File: src/scfmt_pkg.sv
// package: register map, field positions, reset values and types of the scalable format csr bank
package scfmt_pkg;
    // fixed pointer words and the csr space they index
    localparam logic [31:0] ADDR_PTR_MODE0  = 32'hF0F002E0;
    localparam logic [31:0] ADDR_PTR_MODE1  = 32'hF0F002E4;
    localparam logic [31:0] CSR_SPACE_BASE  = 32'hF0000000;
    localparam logic [31:0] QUAD_OFS_MODE0  = 32'h003C2000;
    localparam logic [31:0] QUAD_OFS_MODE1  = 32'h003C2400;
    localparam logic [31:0] ADDR_TEMP       = 32'hF0F0082C;
    localparam logic [31:0] ADDR_CTRL       = 32'hF0F00700;
    // offsets inside a mode control block
    localparam logic [11:0] OFS_MAX_SIZE    = 12'h000;
    localparam logic [11:0] OFS_UNIT_SIZE   = 12'h004;
    localparam logic [11:0] OFS_ORIGIN      = 12'h008;
    localparam logic [11:0] OFS_DIMS        = 12'h00C;
    localparam logic [11:0] OFS_PIX_SEL     = 12'h010;
    localparam logic [11:0] OFS_PIX_INQ     = 12'h014;
    localparam logic [11:0] OFS_VPIX_INQ    = 12'h024;
    localparam logic [11:0] OFS_PIX_COUNT   = 12'h034;
    localparam logic [11:0] OFS_BYTES_HI    = 12'h038;
    localparam logic [11:0] OFS_BYTES_LO    = 12'h03C;
    localparam logic [11:0] OFS_PKT_INQ     = 12'h040;
    localparam logic [11:0] OFS_PKT_SIZE    = 12'h044;
    localparam logic [11:0] OFS_SETTING     = 12'h07C;
    // field positions (bit 0 of the map is the word's msb)
    localparam int          PIX_LSB         = 24;
    localparam int          SET_APPLY_BIT   = 30;
    localparam int          FAULT_A_BIT     = 23;
    localparam int          FAULT_B_BIT     = 22;
    localparam int          TEMP_PRESENT_BIT = 31;
    localparam int          TEMP_ABS_BIT    = 30;
    localparam int          TEMP_ONOFF_BIT  = 25;
    localparam int          CTRL_SEL_BIT    = 0;
    localparam int          CTRL_MODE_BIT   = 1;
    localparam int          CTRL_INIT_BIT   = 2;
    localparam int          CTRL_BLOCK_BIT  = 8;
    localparam int          INQ_MONO8_BIT   = 31;
    localparam int          VINQ_MONO12_BIT = 27;
    localparam int          VINQ_RAW12_BIT  = 23;
    // pixel format identifiers and reset defaults
    localparam logic [7:0]  PIX_MONO8       = 8'h00;
    localparam logic [7:0]  PIX_MONO12_PK   = 8'h84;
    localparam logic [7:0]  PIX_RAW12_PK    = 8'h88;
    localparam logic [7:0]  PIX_RST         = PIX_MONO8;
    localparam logic [15:0] ORIGIN_RST      = 16'h0000;
    // temperature scaling and clamp
    localparam int          TEMP_MIN_C      = -55;
    localparam int          TEMP_MAX_C      = 150;
    localparam int          TEMP_STEPS_PER_C = 4;
    localparam int          TEMP_TENTHS_PER_C = 10;
    localparam logic signed [10:0] TEMP_Q_MIN = 11'(TEMP_MIN_C * TEMP_STEPS_PER_C);
    localparam logic signed [10:0] TEMP_Q_MAX = 11'(TEMP_MAX_C * TEMP_STEPS_PER_C);
    localparam logic signed [11:0] TEMP_T_MIN = 12'(TEMP_MIN_C * TEMP_TENTHS_PER_C);
    localparam logic signed [11:0] TEMP_T_MAX = 12'(TEMP_MAX_C * TEMP_TENTHS_PER_C);

    typedef struct packed {
        logic [15:0] left;
        logic [15:0] top;
        logic [15:0] width;
        logic [15:0] height;
        logic [7:0]  pix;
        logic [15:0] bpp;
    } scfmt_mode_t;

    typedef enum logic [1:0] {
        SCF_IDLE = 2'b01,
        SCF_DATA = 2'b10
    } scfmt_bus_t;

    function automatic logic [31:0] quad_to_base(input logic [31:0] q);
        return CSR_SPACE_BASE + {q[29:0], 2'b00};
    endfunction
endpackage

File: src/scfmt_csr.sv
// module: ahb-lite register bank for two scalable video modes and the sensor temperature word
`timescale 1ns/1ps

// What this block does
// - the word at the first pointer address gives mode zero's quadlet offset, and its block sits at the csr base plus four times it.
// - the next pointer word gives mode one's quadlet offset, with its block base found the same way.
// - any access to a mode's control block recomputes both of that mode's configuration fault flags.
// - every access to a mode block refreshes its derived registers, and every access but a write of the apply bit clears that mode's settings-apply bit.
// - while the scalable format is selected and a fault flag of the active mode is set, no capture is started.
// - an init command or a reset loads the pixel format selection of every mode with its default.
// - the packet unit-bytes field of the packet parameter inquiry reads as a fixed constant.
// - vendor pixel formats use ids 128 to 255, with 132 packed 12-bit mono, 136 packed 12-bit raw and 133 to 135 reserved.
// - the temperature word's msb (map bit 0) reads one to show the feature is present.
// - map bit 1 of the temperature word selects absolute control, and then the value field is ignored.
// - the on/off bit (map bit 6) always reads one, and map bits 2-5 and 7-19 are reserved.
// - map bits 20-31 report the sensor temperature in tenths of a degree, read only.
// - the reported temperature is clamped to -55..150 degrees and moves in quarter-degree steps.
module scfmt_csr
    import scfmt_pkg::*;
#(
    parameter logic [15:0] MAX_W    = 16'h0400,
    parameter logic [15:0] MAX_H    = 16'h0300,
    parameter logic [15:0] UNIT_H   = 16'h0004,
    parameter logic [15:0] UNIT_V   = 16'h0002,
    parameter logic [15:0] UNIT_BPP = 16'h0004,
    parameter logic [15:0] MAX_BPP  = 16'h1000
)
(
    input  wire logic               hclk,            // bus clock
    input  wire logic               hresetn,         // async reset, low active
    input  wire logic               ce,              // clock enable, low freezes all state
    input  wire logic               hsel,            // slave select
    input  wire logic [31:0]        haddr,           // byte address
    input  wire logic [1:0]         htrans,          // transfer type
    input  wire logic               hwrite,          // write when high
    input  wire logic [2:0]         hsize,           // word only
    input  wire logic [31:0]        hwdata,          // write data
    input  wire logic               hready,          // bus ready
    output logic      [31:0]        hrdata,          // read data
    output logic                    hreadyout,       // slave ready
    output logic                    hresp,           // always okay
    input  wire logic signed [10:0] sensor_temp_q,   // sensor in quarter degrees
    input  wire logic               capture_req,     // capture request pulse
    output logic                    capture_start,   // capture start pulse
    output logic                    capture_blocked, // capture held off by faults
    output logic                    setting_apply    // settings applied pulse
);

    generate
        if (UNIT_H == 16'h0000 || (UNIT_H & (UNIT_H - 16'h0001)) != 16'h0000 ||
            UNIT_V == 16'h0000 || (UNIT_V & (UNIT_V - 16'h0001)) != 16'h0000 ||
            UNIT_BPP == 16'h0000 || (UNIT_BPP & (UNIT_BPP - 16'h0001)) != 16'h0000 ||
            MAX_W == 16'h0000 || MAX_H == 16'h0000 || MAX_BPP < UNIT_BPP)
        begin : g_bad_param
            $error("scfmt_csr: unit sizes must be powers of two and maxima non-zero");
        end
    endgenerate
    localparam logic [31:0] BASE_MODE0 = quad_to_base(QUAD_OFS_MODE0);
    localparam logic [31:0] BASE_MODE1 = quad_to_base(QUAD_OFS_MODE1);
    scfmt_bus_t  state_ff;
    logic [31:0] addr_ff;
    logic        write_ff;
    logic [31:0] hrdata_ff;
    logic        hreadyout_ff;
    scfmt_mode_t cfg_ff [2];
    scfmt_mode_t nxt_cfg [2];
    logic [1:0]  fault_a_ff;
    logic [1:0]  fault_b_ff;
    logic [1:0]  setting_ff;
    logic        sel_ff;
    logic        mode_ff;
    logic        temp_abs_ff;
    logic [11:0] temp_val_ff;
    logic        capture_start_ff;
    logic        capture_blocked_ff;
    logic        setting_apply_ff;
    logic [31:0] rd;
    logic [1:0]  hit;
    logic        data_ph;
    logic        accept;
    logic        init_cmd;
    logic        blocked;
    logic [11:0] ofs;
    function automatic logic blk_hit(input logic [31:0] a, input logic [31:0] base);
        return a[31:12] == base[31:12];
    endfunction
    function automatic logic pix_ok(input logic [7:0] p);
        return p == PIX_MONO8 || p == PIX_MONO12_PK || p == PIX_RAW12_PK;
    endfunction
    function automatic logic chk_a(input scfmt_mode_t c);
        logic [16:0] right;
        logic [16:0] bottom;
        right  = {1'b0, c.left} + {1'b0, c.width};
        bottom = {1'b0, c.top} + {1'b0, c.height};
        return !pix_ok(c.pix) || c.width == 16'h0000 || c.height == 16'h0000 ||
               right > {1'b0, MAX_W} || bottom > {1'b0, MAX_H} ||
               ((c.width | c.left) & (UNIT_H - 16'h0001)) != 16'h0000 ||
               ((c.height | c.top) & (UNIT_V - 16'h0001)) != 16'h0000;
    endfunction
    function automatic logic chk_b(input scfmt_mode_t c);
        return c.bpp == 16'h0000 || c.bpp > MAX_BPP ||
               (c.bpp & (UNIT_BPP - 16'h0001)) != 16'h0000;
    endfunction
    function automatic logic [32:0] frame_bytes(input scfmt_mode_t c);
        logic [32:0] n;
        // widen before multiplying, a 16-bit product would lose the upper half
        n = {1'b0, 32'(c.width) * 32'(c.height)};
        // packed 12-bit formats carry three bytes per two pixels
        n = (c.pix == PIX_MONO12_PK || c.pix == PIX_RAW12_PK) ? n + {1'b0, n[32:1]} : n;
        return n;
    endfunction
    assign hit[0]   = blk_hit(addr_ff, BASE_MODE0);
    assign hit[1]   = blk_hit(addr_ff, BASE_MODE1);
    assign ofs      = addr_ff[11:0];
    assign data_ph  = state_ff == SCF_DATA;
    assign accept   = state_ff == SCF_IDLE && hsel && htrans[1] && hready;
    assign init_cmd = data_ph && write_ff && addr_ff == ADDR_CTRL && hwdata[CTRL_INIT_BIT];
    assign blocked  = sel_ff && (fault_a_ff[mode_ff] || fault_b_ff[mode_ff]);

    // bus handshake: one wait state so read data can come from a flop
    always_ff @(posedge hclk or negedge hresetn)
    begin
        if (!hresetn)
        begin
            state_ff     <= SCF_IDLE;
            addr_ff      <= 32'h00000000;
            write_ff     <= 1'b0;
            hreadyout_ff <= 1'b1;
            hrdata_ff    <= 32'h00000000;
        end
        else if (ce)
        begin
            case (state_ff)
                SCF_IDLE:
                begin
                    if (accept)
                    begin
                        state_ff     <= SCF_DATA;
                        addr_ff      <= haddr;
                        write_ff     <= hwrite;
                        hreadyout_ff <= 1'b0;
                    end
                end
                SCF_DATA:
                begin
                    state_ff     <= SCF_IDLE;
                    hreadyout_ff <= 1'b1;
                    hrdata_ff    <= write_ff ? 32'h00000000 : rd;
                end
                default:
                begin
                    state_ff     <= SCF_IDLE;
                    hreadyout_ff <= 1'b1;
                end
            endcase
        end
    end

    // next configuration of each mode, writable fields only
    always_comb
    begin
        for (int m = 0; m < 2; m++)
        begin
            nxt_cfg[m] = cfg_ff[m];
            if (data_ph && write_ff && hit[m])
            begin
                case (ofs)
                    OFS_ORIGIN:
                    begin
                        nxt_cfg[m].left = hwdata[31:16];
                        nxt_cfg[m].top  = hwdata[15:0];
                    end
                    OFS_DIMS:
                    begin
                        nxt_cfg[m].width  = hwdata[31:16];
                        nxt_cfg[m].height = hwdata[15:0];
                    end
                    OFS_PIX_SEL:  nxt_cfg[m].pix = hwdata[PIX_LSB +: 8];
                    OFS_PKT_SIZE: nxt_cfg[m].bpp = hwdata[31:16];
                    default:      nxt_cfg[m].bpp = cfg_ff[m].bpp;
                endcase
            end
            if (init_cmd)
            begin
                nxt_cfg[m].pix = PIX_RST;
            end
        end
    end

    // mode configuration, fault flags and settings-apply bits
    always_ff @(posedge hclk or negedge hresetn)
    begin
        if (!hresetn)
        begin
            for (int m = 0; m < 2; m++)
            begin
                cfg_ff[m] <= '{left: ORIGIN_RST, top: ORIGIN_RST, width: MAX_W, height: MAX_H,
                               pix: PIX_RST, bpp: MAX_BPP};
            end
            fault_a_ff <= 2'b00;
            fault_b_ff <= 2'b00;
            setting_ff <= 2'b00;
        end
        else if (ce)
        begin
            for (int m = 0; m < 2; m++)
            begin
                cfg_ff[m] <= nxt_cfg[m];
                if (data_ph && hit[m])
                begin
                    fault_a_ff[m] <= chk_a(nxt_cfg[m]);
                    fault_b_ff[m] <= chk_b(nxt_cfg[m]);
                    // apply bit lives until the next access
                    setting_ff[m] <= write_ff && ofs == OFS_SETTING && hwdata[SET_APPLY_BIT];
                end
            end
        end
    end

    // own control word: format select, active mode
    always_ff @(posedge hclk or negedge hresetn)
    begin
        if (!hresetn)
        begin
            sel_ff  <= 1'b0;
            mode_ff <= 1'b0;
        end
        else if (ce && data_ph && write_ff && addr_ff == ADDR_CTRL)
        begin
            sel_ff  <= hwdata[CTRL_SEL_BIT];
            mode_ff <= hwdata[CTRL_MODE_BIT];
        end
    end

    // temperature: only the absolute-control bit is writable
    always_ff @(posedge hclk or negedge hresetn)
    begin
        if (!hresetn)
        begin
            temp_abs_ff <= 1'b0;
        end
        // value field of a write is ignored
        else if (ce && data_ph && write_ff && addr_ff == ADDR_TEMP)
        begin
            temp_abs_ff <= hwdata[TEMP_ABS_BIT];
        end
    end

    // sample, clamp and convert quarter degrees to tenths
    always_ff @(posedge hclk or negedge hresetn)
    begin
        if (!hresetn)
        begin
            temp_val_ff <= 12'h000;
        end
        else if (ce)
        begin
            temp_val_ff <= to_tenths(sensor_temp_q);
        end
    end
    function automatic logic [11:0] to_tenths(input logic signed [10:0] q);
        logic signed [10:0] qc;
        logic signed [13:0] prod;
        qc = q < TEMP_Q_MIN ? TEMP_Q_MIN : (q > TEMP_Q_MAX ? TEMP_Q_MAX : q);
        // quarter steps scaled to tenths, fractions truncated
        prod = 14'(qc) * 14'sh000A;
        return 12'(prod >>> 2);
    endfunction
    // read multiplexer; derived inquiries are recomputed on every read
    always_comb
    begin
        scfmt_mode_t c;
        logic [32:0] fb;
        c  = hit[1] ? cfg_ff[1] : cfg_ff[0];
        fb = frame_bytes(c);
        rd = 32'h00000000;
        if (addr_ff == ADDR_PTR_MODE0)
        begin
            rd = QUAD_OFS_MODE0;
        end
        else if (addr_ff == ADDR_PTR_MODE1)
        begin
            rd = QUAD_OFS_MODE1;
        end
        else if (addr_ff == ADDR_TEMP)
        begin
            rd[TEMP_PRESENT_BIT] = 1'b1;
            rd[TEMP_ABS_BIT]     = temp_abs_ff;
            rd[TEMP_ONOFF_BIT]   = 1'b1;
            rd[11:0]             = temp_val_ff;
        end
        else if (addr_ff == ADDR_CTRL)
        begin
            rd[CTRL_SEL_BIT]   = sel_ff;
            rd[CTRL_MODE_BIT]  = mode_ff;
            rd[CTRL_BLOCK_BIT] = blocked;
        end
        else if (hit != 2'b00)
        begin
            case (ofs)
                OFS_MAX_SIZE:  rd = {MAX_W, MAX_H};
                OFS_UNIT_SIZE: rd = {UNIT_H, UNIT_V};
                OFS_ORIGIN:    rd = {c.left, c.top};
                OFS_DIMS:      rd = {c.width, c.height};
                OFS_PIX_SEL:   rd[PIX_LSB +: 8] = c.pix;
                OFS_PIX_INQ:   rd[INQ_MONO8_BIT] = 1'b1;
                OFS_VPIX_INQ:
                begin
                    // only 132 and 136 of the vendor range exist
                    rd[VINQ_MONO12_BIT] = 1'b1;
                    rd[VINQ_RAW12_BIT]  = 1'b1;
                end
                OFS_PIX_COUNT: rd = 32'(c.width) * 32'(c.height);
                OFS_BYTES_HI:  rd = {31'h00000000, fb[32]};
                OFS_BYTES_LO:  rd = fb[31:0];
                OFS_PKT_INQ:   rd = {UNIT_BPP, MAX_BPP};
                OFS_PKT_SIZE:  rd = {c.bpp, c.bpp};
                OFS_SETTING:
                begin
                    rd[SET_APPLY_BIT] = hit[1] ? setting_ff[1] : setting_ff[0];
                    rd[FAULT_A_BIT]   = hit[1] ? fault_a_ff[1] : fault_a_ff[0];
                    rd[FAULT_B_BIT]   = hit[1] ? fault_b_ff[1] : fault_b_ff[0];
                end
                default:       rd = 32'h00000000;
            endcase
        end
    end

    // capture gate and apply pulse
    always_ff @(posedge hclk or negedge hresetn)
    begin
        if (!hresetn)
        begin
            capture_start_ff   <= 1'b0;
            capture_blocked_ff <= 1'b0;
            setting_apply_ff   <= 1'b0;
        end
        else if (ce)
        begin
            capture_start_ff   <= capture_req && !blocked;
            capture_blocked_ff <= blocked;
            setting_apply_ff   <= data_ph && write_ff && hit != 2'b00 && ofs == OFS_SETTING &&
                                  hwdata[SET_APPLY_BIT];
        end
    end

    assign hrdata          = hrdata_ff;
    assign hreadyout       = hreadyout_ff;
    assign hresp           = 1'b0;
    assign capture_start   = capture_start_ff;
    assign capture_blocked = capture_blocked_ff;
    assign setting_apply   = setting_apply_ff;
    a_ptr_mode0_read: assert property (@(posedge hclk) disable iff (!hresetn || !ce)
        (data_ph && !write_ff && addr_ff == ADDR_PTR_MODE0) |=> (hreadyout && hrdata == 32'h003C2000))
        else $error("mode zero pointer read wrong");
    a_ptr_mode1_read: assert property (@(posedge hclk) disable iff (!hresetn || !ce)
        (accept && !hwrite && haddr == ADDR_PTR_MODE1) |=> ##1 (hreadyout && hrdata == 32'h003C2400))
        else $error("mode one pointer read wrong");
    a_fault_refresh: assert property (@(posedge hclk) disable iff (!hresetn || !ce)
        (data_ph && write_ff && hit[0] && ofs == OFS_DIMS && hwdata[31:16] == 16'h0000) |=> fault_a_ff[0])
        else $error("fault flag not refreshed on zero width");
    a_setting_clear: assert property (@(posedge hclk) disable iff (!hresetn || !ce)
        (data_ph && hit[0] && !(write_ff && ofs == OFS_SETTING)) |=> !setting_ff[0])
        else $error("settings-apply bit not cleared by access");
    a_capture_refused: assert property (@(posedge hclk) disable iff (!hresetn || !ce)
        (capture_req && sel_ff && (fault_a_ff[mode_ff] || fault_b_ff[mode_ff])) |=> !capture_start)
        else $error("capture started while faulted");
    a_init_default: assert property (@(posedge hclk) disable iff (!hresetn || !ce)
        init_cmd |=> (cfg_ff[0].pix == PIX_RST && cfg_ff[1].pix == PIX_RST))
        else $error("init did not restore pixel format");
    a_unit_bytes: assert property (@(posedge hclk) disable iff (!hresetn || !ce)
        (data_ph && !write_ff && hit[0] && ofs == OFS_PKT_INQ) |=> hrdata[31:16] == UNIT_BPP)
        else $error("packet unit bytes not fixed");
    a_temp_fixed_bits: assert property (@(posedge hclk) disable iff (!hresetn || !ce)
        (data_ph && !write_ff && addr_ff == ADDR_TEMP) |=> (hrdata[31] && hrdata[25] && hrdata[24:12] == 13'h0000))
        else $error("temperature fixed bits wrong");
    a_temp_clamped: assert property (@(posedge hclk) disable iff (!hresetn || !ce)
        $signed(temp_val_ff) >= TEMP_T_MIN && $signed(temp_val_ff) <= TEMP_T_MAX)
        else $error("temperature outside clamp");
    a_ro_ignored: assert property (@(posedge hclk) disable iff (!hresetn || !ce)
        (data_ph && write_ff && hit[0] && ofs == OFS_MAX_SIZE) |=> $stable(cfg_ff[0]))
        else $error("inquiry write changed configuration");
endmodule

File: config.mk
export PLATFORM = sky130hd
export DESIGN_NAME = scfmt_csr
export DESIGN_NICKNAME = d
export VERILOG_FILES = /design/src/scfmt_pkg.sv /design/src/scfmt_csr.sv
export SDC_FILE = /design/constraint.sdc
export NUM_CORES = 2
export LEC_CHECK = 0
export ABC_AREA = 0
export BUFFER_PORTS_ARGS = -buffer_cell sky130_fd_sc_hd__clkbuf_2
export CORE_MARGIN = 2
export CORE_UTILIZATION = 41
export DETAILED_ROUTE_END_ITERATION = 16
export PLACE_DENSITY_LB_ADDON = 0.3
export SYNTH_ARGS = -nofsm -noshare
export SYNTH_HDL_FRONTEND = slang
export SYNTH_SLANG_ARGS = --single-unit
File: constraint.sdc
create_clock -name hclk -period 13.3 [get_ports hclk]
set_input_delay 2.66 -clock hclk [delete_from_list [all_inputs] [get_ports hclk]]
set_output_delay 2.66 -clock hclk [all_outputs]
set_load 0.005 [all_outputs]
; After elaboration in Yosys (flattened, before gate mapping)
; Cells that the tools add are included.
; Widths: inputs -> output; s select.
[word_totals]
in_bits = 87
ramBits = 0
memories = 0
word_cells = 190
latch_bits = 0
mem_bits_ro = 0
reg_bits = 268
output_inout_bits = 37
[op_classes]
div_mod_pow = 0
shift = 0
n_bitwise = 4
reduce_logical = 65
order_cmp = 9
n_eq_ne = 27
muxes = 48
addsub = 5
n_mul = 2
[op_table]
columns = op, count
row1 = $mux 88, 3
row2 = $mux 32, 8
row3 = $pmux 22 s9, 1
row4 = $eq 32x32->1 const B, 4
row5 = $logic_not 16->1, 6
row6 = $add 16x16->17, 4
row7 = $reduce_bool 16->1, 4
row8 = $eq 12x6->1 const B, 4
row9 = $eq 8x8->1 const B, 6
row10 = $eq 20x20->1 const B, 2
row11 = $eq 12x7->1 const B, 3
row12 = $gt 17x10->1 const B, 2
row13 = $gt 17x11->1 const B, 2
row14 = $add 32x31->33, 1
row15 = $mux 33, 1
row16 = $gt 16x13->1 const B, 2
row17 = $mul 16x16->32, 1
row18 = $mux 16, 2
row19 = $mux 8, 4
row20 = $pmux 1 s7, 4
row21 = $eq 12x4->1 const B, 2
row22 = $eq 12x5->1 const B, 2
row23 = $mux 23, 1
row24 = $logic_or 1x1->1, 22
row25 = 27 further kinds, 69

; Logic depth before layout (Yosys ltp)
[depth]
depth_word = 15
ltp_mapped = 41
mapped_depth_nobuf = 37

; Worst setup path before layout
; No wires, ideal clock.
[synth_timing]
kind = reg2reg
start = reg addr_ff[19]
end = reg hrdata_ff[29] (netlist: hrdata[29])
required_time_ps = 13231
stages_incl_launch_ff = 37
synth_period_minus_slack_ps = 9227
path_slack_ps = 4073
n_path_buf = 4
t_arrival_ps = 9158
setup_time_ps = 69
path_cell_list = dfrtp_1 -> nor4b_2 -> nand4_1 -> nor3_2 -> buf_2 -> buf_2 -> buf_2 -> nand2_1 -> nand2_1 -> clkbuf_1 -> nand2_1 -> fa_1 -> inv_1 -> fa_1 -> inv_1 -> fa_1 -> inv_1 -> fa_1 -> fa_1 -> inv_1 -> fa_1 -> inv_1 -> ha_1 -> a21oi_1 -> a21boi_1 -> o2bb2ai_1 -> or3_2 -> and2_1 -> ha_1 -> inv_1 -> o41ai_2 -> a21bo_1 -> o22ai_2 -> o221ai_2 -> o21ba_1 -> or4b_1 -> nand3_1
[synth_between]
elab_chain_cells = 12
word_cells_on_any_way = 21
cone_classes = add/sub (1) / mul (1) / eq/ne (8) / mux (9) / reduce/logical (2)
[synth_lines]
columns = item, line_no
row1 = "start, declared", scfmt_csr.sv:61  ; logic [31:0] addr_ff;
row2 = "start signal, assigned", scfmt_csr.sv:139  ; addr_ff <= haddr;
row3 = $eq 20x20->1, scfmt_csr.sv:85  ; return a[31:12] == base[31:12];
row4 = $mux 88, scfmt_csr.sv:274  ; c = hit[1] ? cfg_ff[1] : cfg_ff[0];
row5 = $mul 16x16->32 / $eq 8x8->1 (equally long branches), "scfmt_csr.sv:107, scfmt_csr.sv:313, scfmt_csr.sv:109"
row6 = $add 32x31->33 / $logic_or 1x1->1 (equally long branches), scfmt_csr.sv:109  ; n = (c.pix == PIX_MONO12_PK || c.pix == PIX_RAW12_PK) ? n + {1'b0, n[32:1]} : n;
row7 = $mux 33, scfmt_csr.sv:109
row8 = $pmux 2 s6, scfmt_csr.sv:300  ; case (ofs)
row9 = $mux 32, scfmt_csr.sv:298  ; else if (hit != 2'b00)
row10 = $mux 23, scfmt_csr.sv:292  ; else if (addr_ff == ADDR_CTRL)
row11 = $mux 4, scfmt_csr.sv:285  ; else if (addr_ff == ADDR_TEMP)
row12 = $mux 32, scfmt_csr.sv:281  ; else if (addr_ff == ADDR_PTR_MODE1)
row13 = $mux 32 *, scfmt_csr.sv:277  ; if (addr_ff == ADDR_PTR_MODE0)
row14 = $mux 32 *, scfmt_csr.sv:148  ; hrdata_ff <= write_ff ? 32'h00000000 : rd;
row15 = "end signal, assigned", scfmt_csr.sv:148
row16 = "end, declared", scfmt_csr.sv:63  ; logic [31:0] hrdata_ff;
; Mark *: on every way between the ends. The rest lies on a longest branch, timed or not.
; A chain may end at the register's enable or synchronous reset.

; Worst setup path after layout
[layout_timing]
start = reg addr_ff[27]
end = reg hrdata_ff[29] (netlist: hrdata[29])
; The elaborated chain is that of the path after synthesis.

==> results.sh <==
export IMPL_outcome="completed"
export IMPL_yosys_area_top_type_share_pct=22.9
export IMPL_ys_ff_latch=267
export IMPL_worstReg2RegStart="addr_ff[27]"
export IMPL_cts_setup_buffers=0
export IMPL_skew_ns=0.0842
export IMPL_yosysUniqueCellTypes=112
export IMPL_hold_viol=0
export IMPL_numPortBuffers=118
export IMPL_rrSetupSlack_ns=2.35
export IMPL_cts_sinks=267
export IMPL_worst_pin_slew_ns=1.33
export IMPL_hold_buffers=0
export IMPL_synth_cells=3288
export IMPL_setup_tns_ns=0
export IMPL_synthAdderAreaFrac_pct=24.2
export IMPL_clock_latency_ns=0.65
export IMPL_initial_utilization_pct=41.2
export IMPL_endpoint_kind="flop"
export IMPL_synth_seq_area_share_pct=23.8
export IMPL_final_layout_size_suffix_gt1_share_pct=14.0
export IMPL_maxClockFrequency_ghz=0.0914
export IMPL_ctsResizeCount=0
export IMPL_htreeDepth=1
export IMPL_cts_tree="done"
export IMPL_layout_nets=3874
export IMPL_startpoint="addr_ff[27]"
export IMPL_clockBufferDepth=3
export IMPL_crit_end="hrdata[29]"
export IMPL_r2r_end="hrdata[29]"
export IMPL_drtAntennaViolNets=0
export IMPL_wl_per_cell_um=22.4
export IMPL_grt_pass1_wl_um=146000
export IMPL_setup_viol=0
export IMPL_synth_area_per_cell_um2=8.56
export IMPL_yosysMostFrequentCell="nand2_1"
export IMPL_worstPathArrival_ns=11.52
export IMPL_drc=0
export IMPL_syn_num_nets=3800
export IMPL_gp_congestion=0.977
export IMPL_die_h_um=266
export IMPL_grt_max_degree=92
export IMPL_synth_warning_count=0
export IMPL_root_buffer="clkbuf_16"
export IMPL_synth_top_family_by_area="adder cells"
export IMPL_routed_wl_um=95700
export IMPL_drtPass1Iterations=6
export IMPL_async_reset_ff_share_pct=100
export IMPL_synth_flop_cell="dfrtp_1"
export IMPL_yosys_area_share_simple_pct=18.4
export IMPL_hp_class="reg2reg"
export IMPL_synthToLayoutAreaGrowth_pct=9.21
export IMPL_multi_input_area_mm2=0.0198
export IMPL_critPathMaxStageDelay_ns=1.20
export IMPL_synth_area_leaders="dfrtp_1 23%, fa_1 14%, ha_1 10%, nand2_1 8.3%, mux2_2 7.6%"
export IMPL_path_class="reg2reg"
export IMPL_synth_compound_area_share_pct=14.0
export IMPL_max_slew_margin_pct=10.9
export IMPL_seq_area_mm2=0.00669
export IMPL_rows=96
export IMPL_synth_xor_area_share_pct=2.98
export IMPL_drt_initial_drc_count=2303
export IMPL_fp_dieW_um=266
export IMPL_grt_overflow=0
export IMPL_viasPerCell=5.85
export IMPL_ioPinCount=124
export IMPL_cp_required_ns=13.87
export IMPL_dieArea_mm2=0.0708
export IMPL_cp_common_cell="fa_1"
export IMPL_worst_setup_path_start_kind="flop"
export IMPL_yosys_area_top_type="dfrtp_1"
export IMPL_slew_violations=0
export IMPL_rsz0062_at_grt="no"
export IMPL_grt_total_usage_pct=27.0
export IMPL_antenna_found_initial=5
export IMPL_synth_edf_count=0
export IMPL_nFillCells=6728
export IMPL_critPathSlowestCell="mux2i_1"
export IMPL_coreArea_mm2=0.0683
export IMPL_path_clk_slew_ns=0.07
export IMPL_path_max_fanout=30
export IMPL_vias=25000
export IMPL_syn_area_mm2=0.0282
export IMPL_maxCapViolCount=0
export IMPL_grt_pass1_vias=23900
export IMPL_hpwl_um=74300
export IMPL_cts_inserted_buffers=30
export IMPL_timing_final_crit_share_pct=82.3
export IMPL_muxShareOfSynthArea_pct=10.7
export IMPL_finalCriticalPeriod_ns=10.95
export IMPL_r2r_cells=32
export IMPL_synth_common_cells="619 x nand2_1, 310 x inv_1, 304 x nor2_1"
worst min-delay path by stage:
stage	startpoint	endpoint	slack (ns)	depth (start not counted)
2_1_floorplan	temp_val_ff[3]	temp_val_ff[3]	0.45	2
3_3_place_gp	hrdata[10]	hrdata[10]	0.46	2
3_5_place_dp	hrdata[10]	hrdata[10]	0.47	2
4_1_cts	hrdata[10]	hrdata[10]	0.48	2
5_1_grt	hrdata[21]	hrdata[21]	0.50	2
6_report	hrdata[18]	hrdata[18]	0.48	2
placed cells by master, fill, tap and decap left out, types with 9 or more instances in the layout:
master	instances
dfstp_2	9
clkbuf_2	117
mux2i_1	77
a21boi_0	9
o21a_1	16
clkbuf_1	9
o22ai_1	15
or4_1	10
clkbuf_16	30
xnor2_1	60
nor4_1	37
dfrtp_1	258
nand4_1	21
nand3b_1	10
a22oi_1	12
and3_1	14
o21ai_1	20
nand2_1	619
ha_1	225
inv_1	310
nand3_1	32
fa_1	200
o21bai_1	16
and2_1	16
a2111oi_0	21
a31oi_1	68
nand2b_1	14
o211ai_1	9
nor2b_1	15
nor2_1	302
buf_4	50
a21o_1	34
a21oi_1	158
o21ai_0	99
xor2_1	30
nor3_1	43
mux2_2	191
o31ai_1	12
a211oi_1	17
registers in the layout, summed over array words and instances (netlist names):
| register | cells |
|---|---|
| addr_ff | 32 |
| capture_blocked | 1 |
| capture_start | 1 |
| cfg_ff | 176 |
| fault_a_ff | 2 |
| fault_b_ff | 2 |
| hrdata | 32 |
| mode_ff | 1 |
| sel_ff | 1 |
| setting_apply | 1 |
| setting_ff | 2 |
| state_ff | 2 |
| temp_abs_ff | 1 |
| temp_val_ff | 12 |
| write_ff | 1 |
critical path, delay by kind of cell (launching register included):
family                   cells  cell delay, ns
flip-flops                   1            0.39
buffers and inverters        4            0.20
multiplexers                 1            1.20
AO/OA/AOI/OAI                9            1.99
XOR/XNOR                     1            0.57
adder cells (fa/ha/maj)      8            3.80
AND/OR/NAND/NOR              9            2.69
layer usage:
| layer | part of all wire, % | vias to the layer above | GRT usage, % | wire length (um) |
|---|---|---|---|---|
| met1 | 43 | 12300 | 37.3 | 40800 |
| li1 | - | 11400 | - | - |
| met4 | 4.5 | 8 | 10.8 | 4330 |
| met5 | 0.053 | - | 0 | 51 |
| met2 | 44 | 1028 | 42.2 | 42200 |
| met3 | 8.6 | 213 | 4.59 | 8220 |
cells by family after synthesis:
| family | count (synthesis) |
|---|---|
| AND/OR/NAND/NOR | 1190 |
| AO/OA/AOI/OAI | 600 |
| buffers and inverters | 438 |
| adder cells (fa/ha/maj) | 425 |
| multiplexers | 275 |
| flip-flops | 267 |
| XOR/XNOR | 92 |
| other | 1 |
final cells by class:
class,instances,share of cell area (%)
multi-input cells,2583,64.4
well taps,882,3.59
clock inverters,13,0.496
inverters,311,3.80
diodes,1,0.00814
flip-flops and latches,267,21.8
clock buffers,42,2.69
repair buffers,169,3.21
through the flow:
| step | instances | worst slack [ns] | utilization, % | hold slack, ns | cell area (um2) |
|---|---|---|---|---|---|
| global route | 4267 | 1.98 | 45.0 | 0.504 | 30700 |
| detailed placement | 4211 | 2.52 | 43.5 | 0.469 | 29800 |
| CTS | 4266 | 2.49 | 45.0 | 0.484 | 30700 |
| global placement | 4211 | 2.59 | 43.5 | 0.462 | 29800 |
| floorplan | 3288 | 4.07 | - | 0.450 | 28200 |
| finish | 4268 | 2.35 | 45.0 | 0.478 | 30700 |
Power is left out: the tool's default activity adds up to more than one toggle a clock period on the data nets, which glitch-free logic cannot reach.
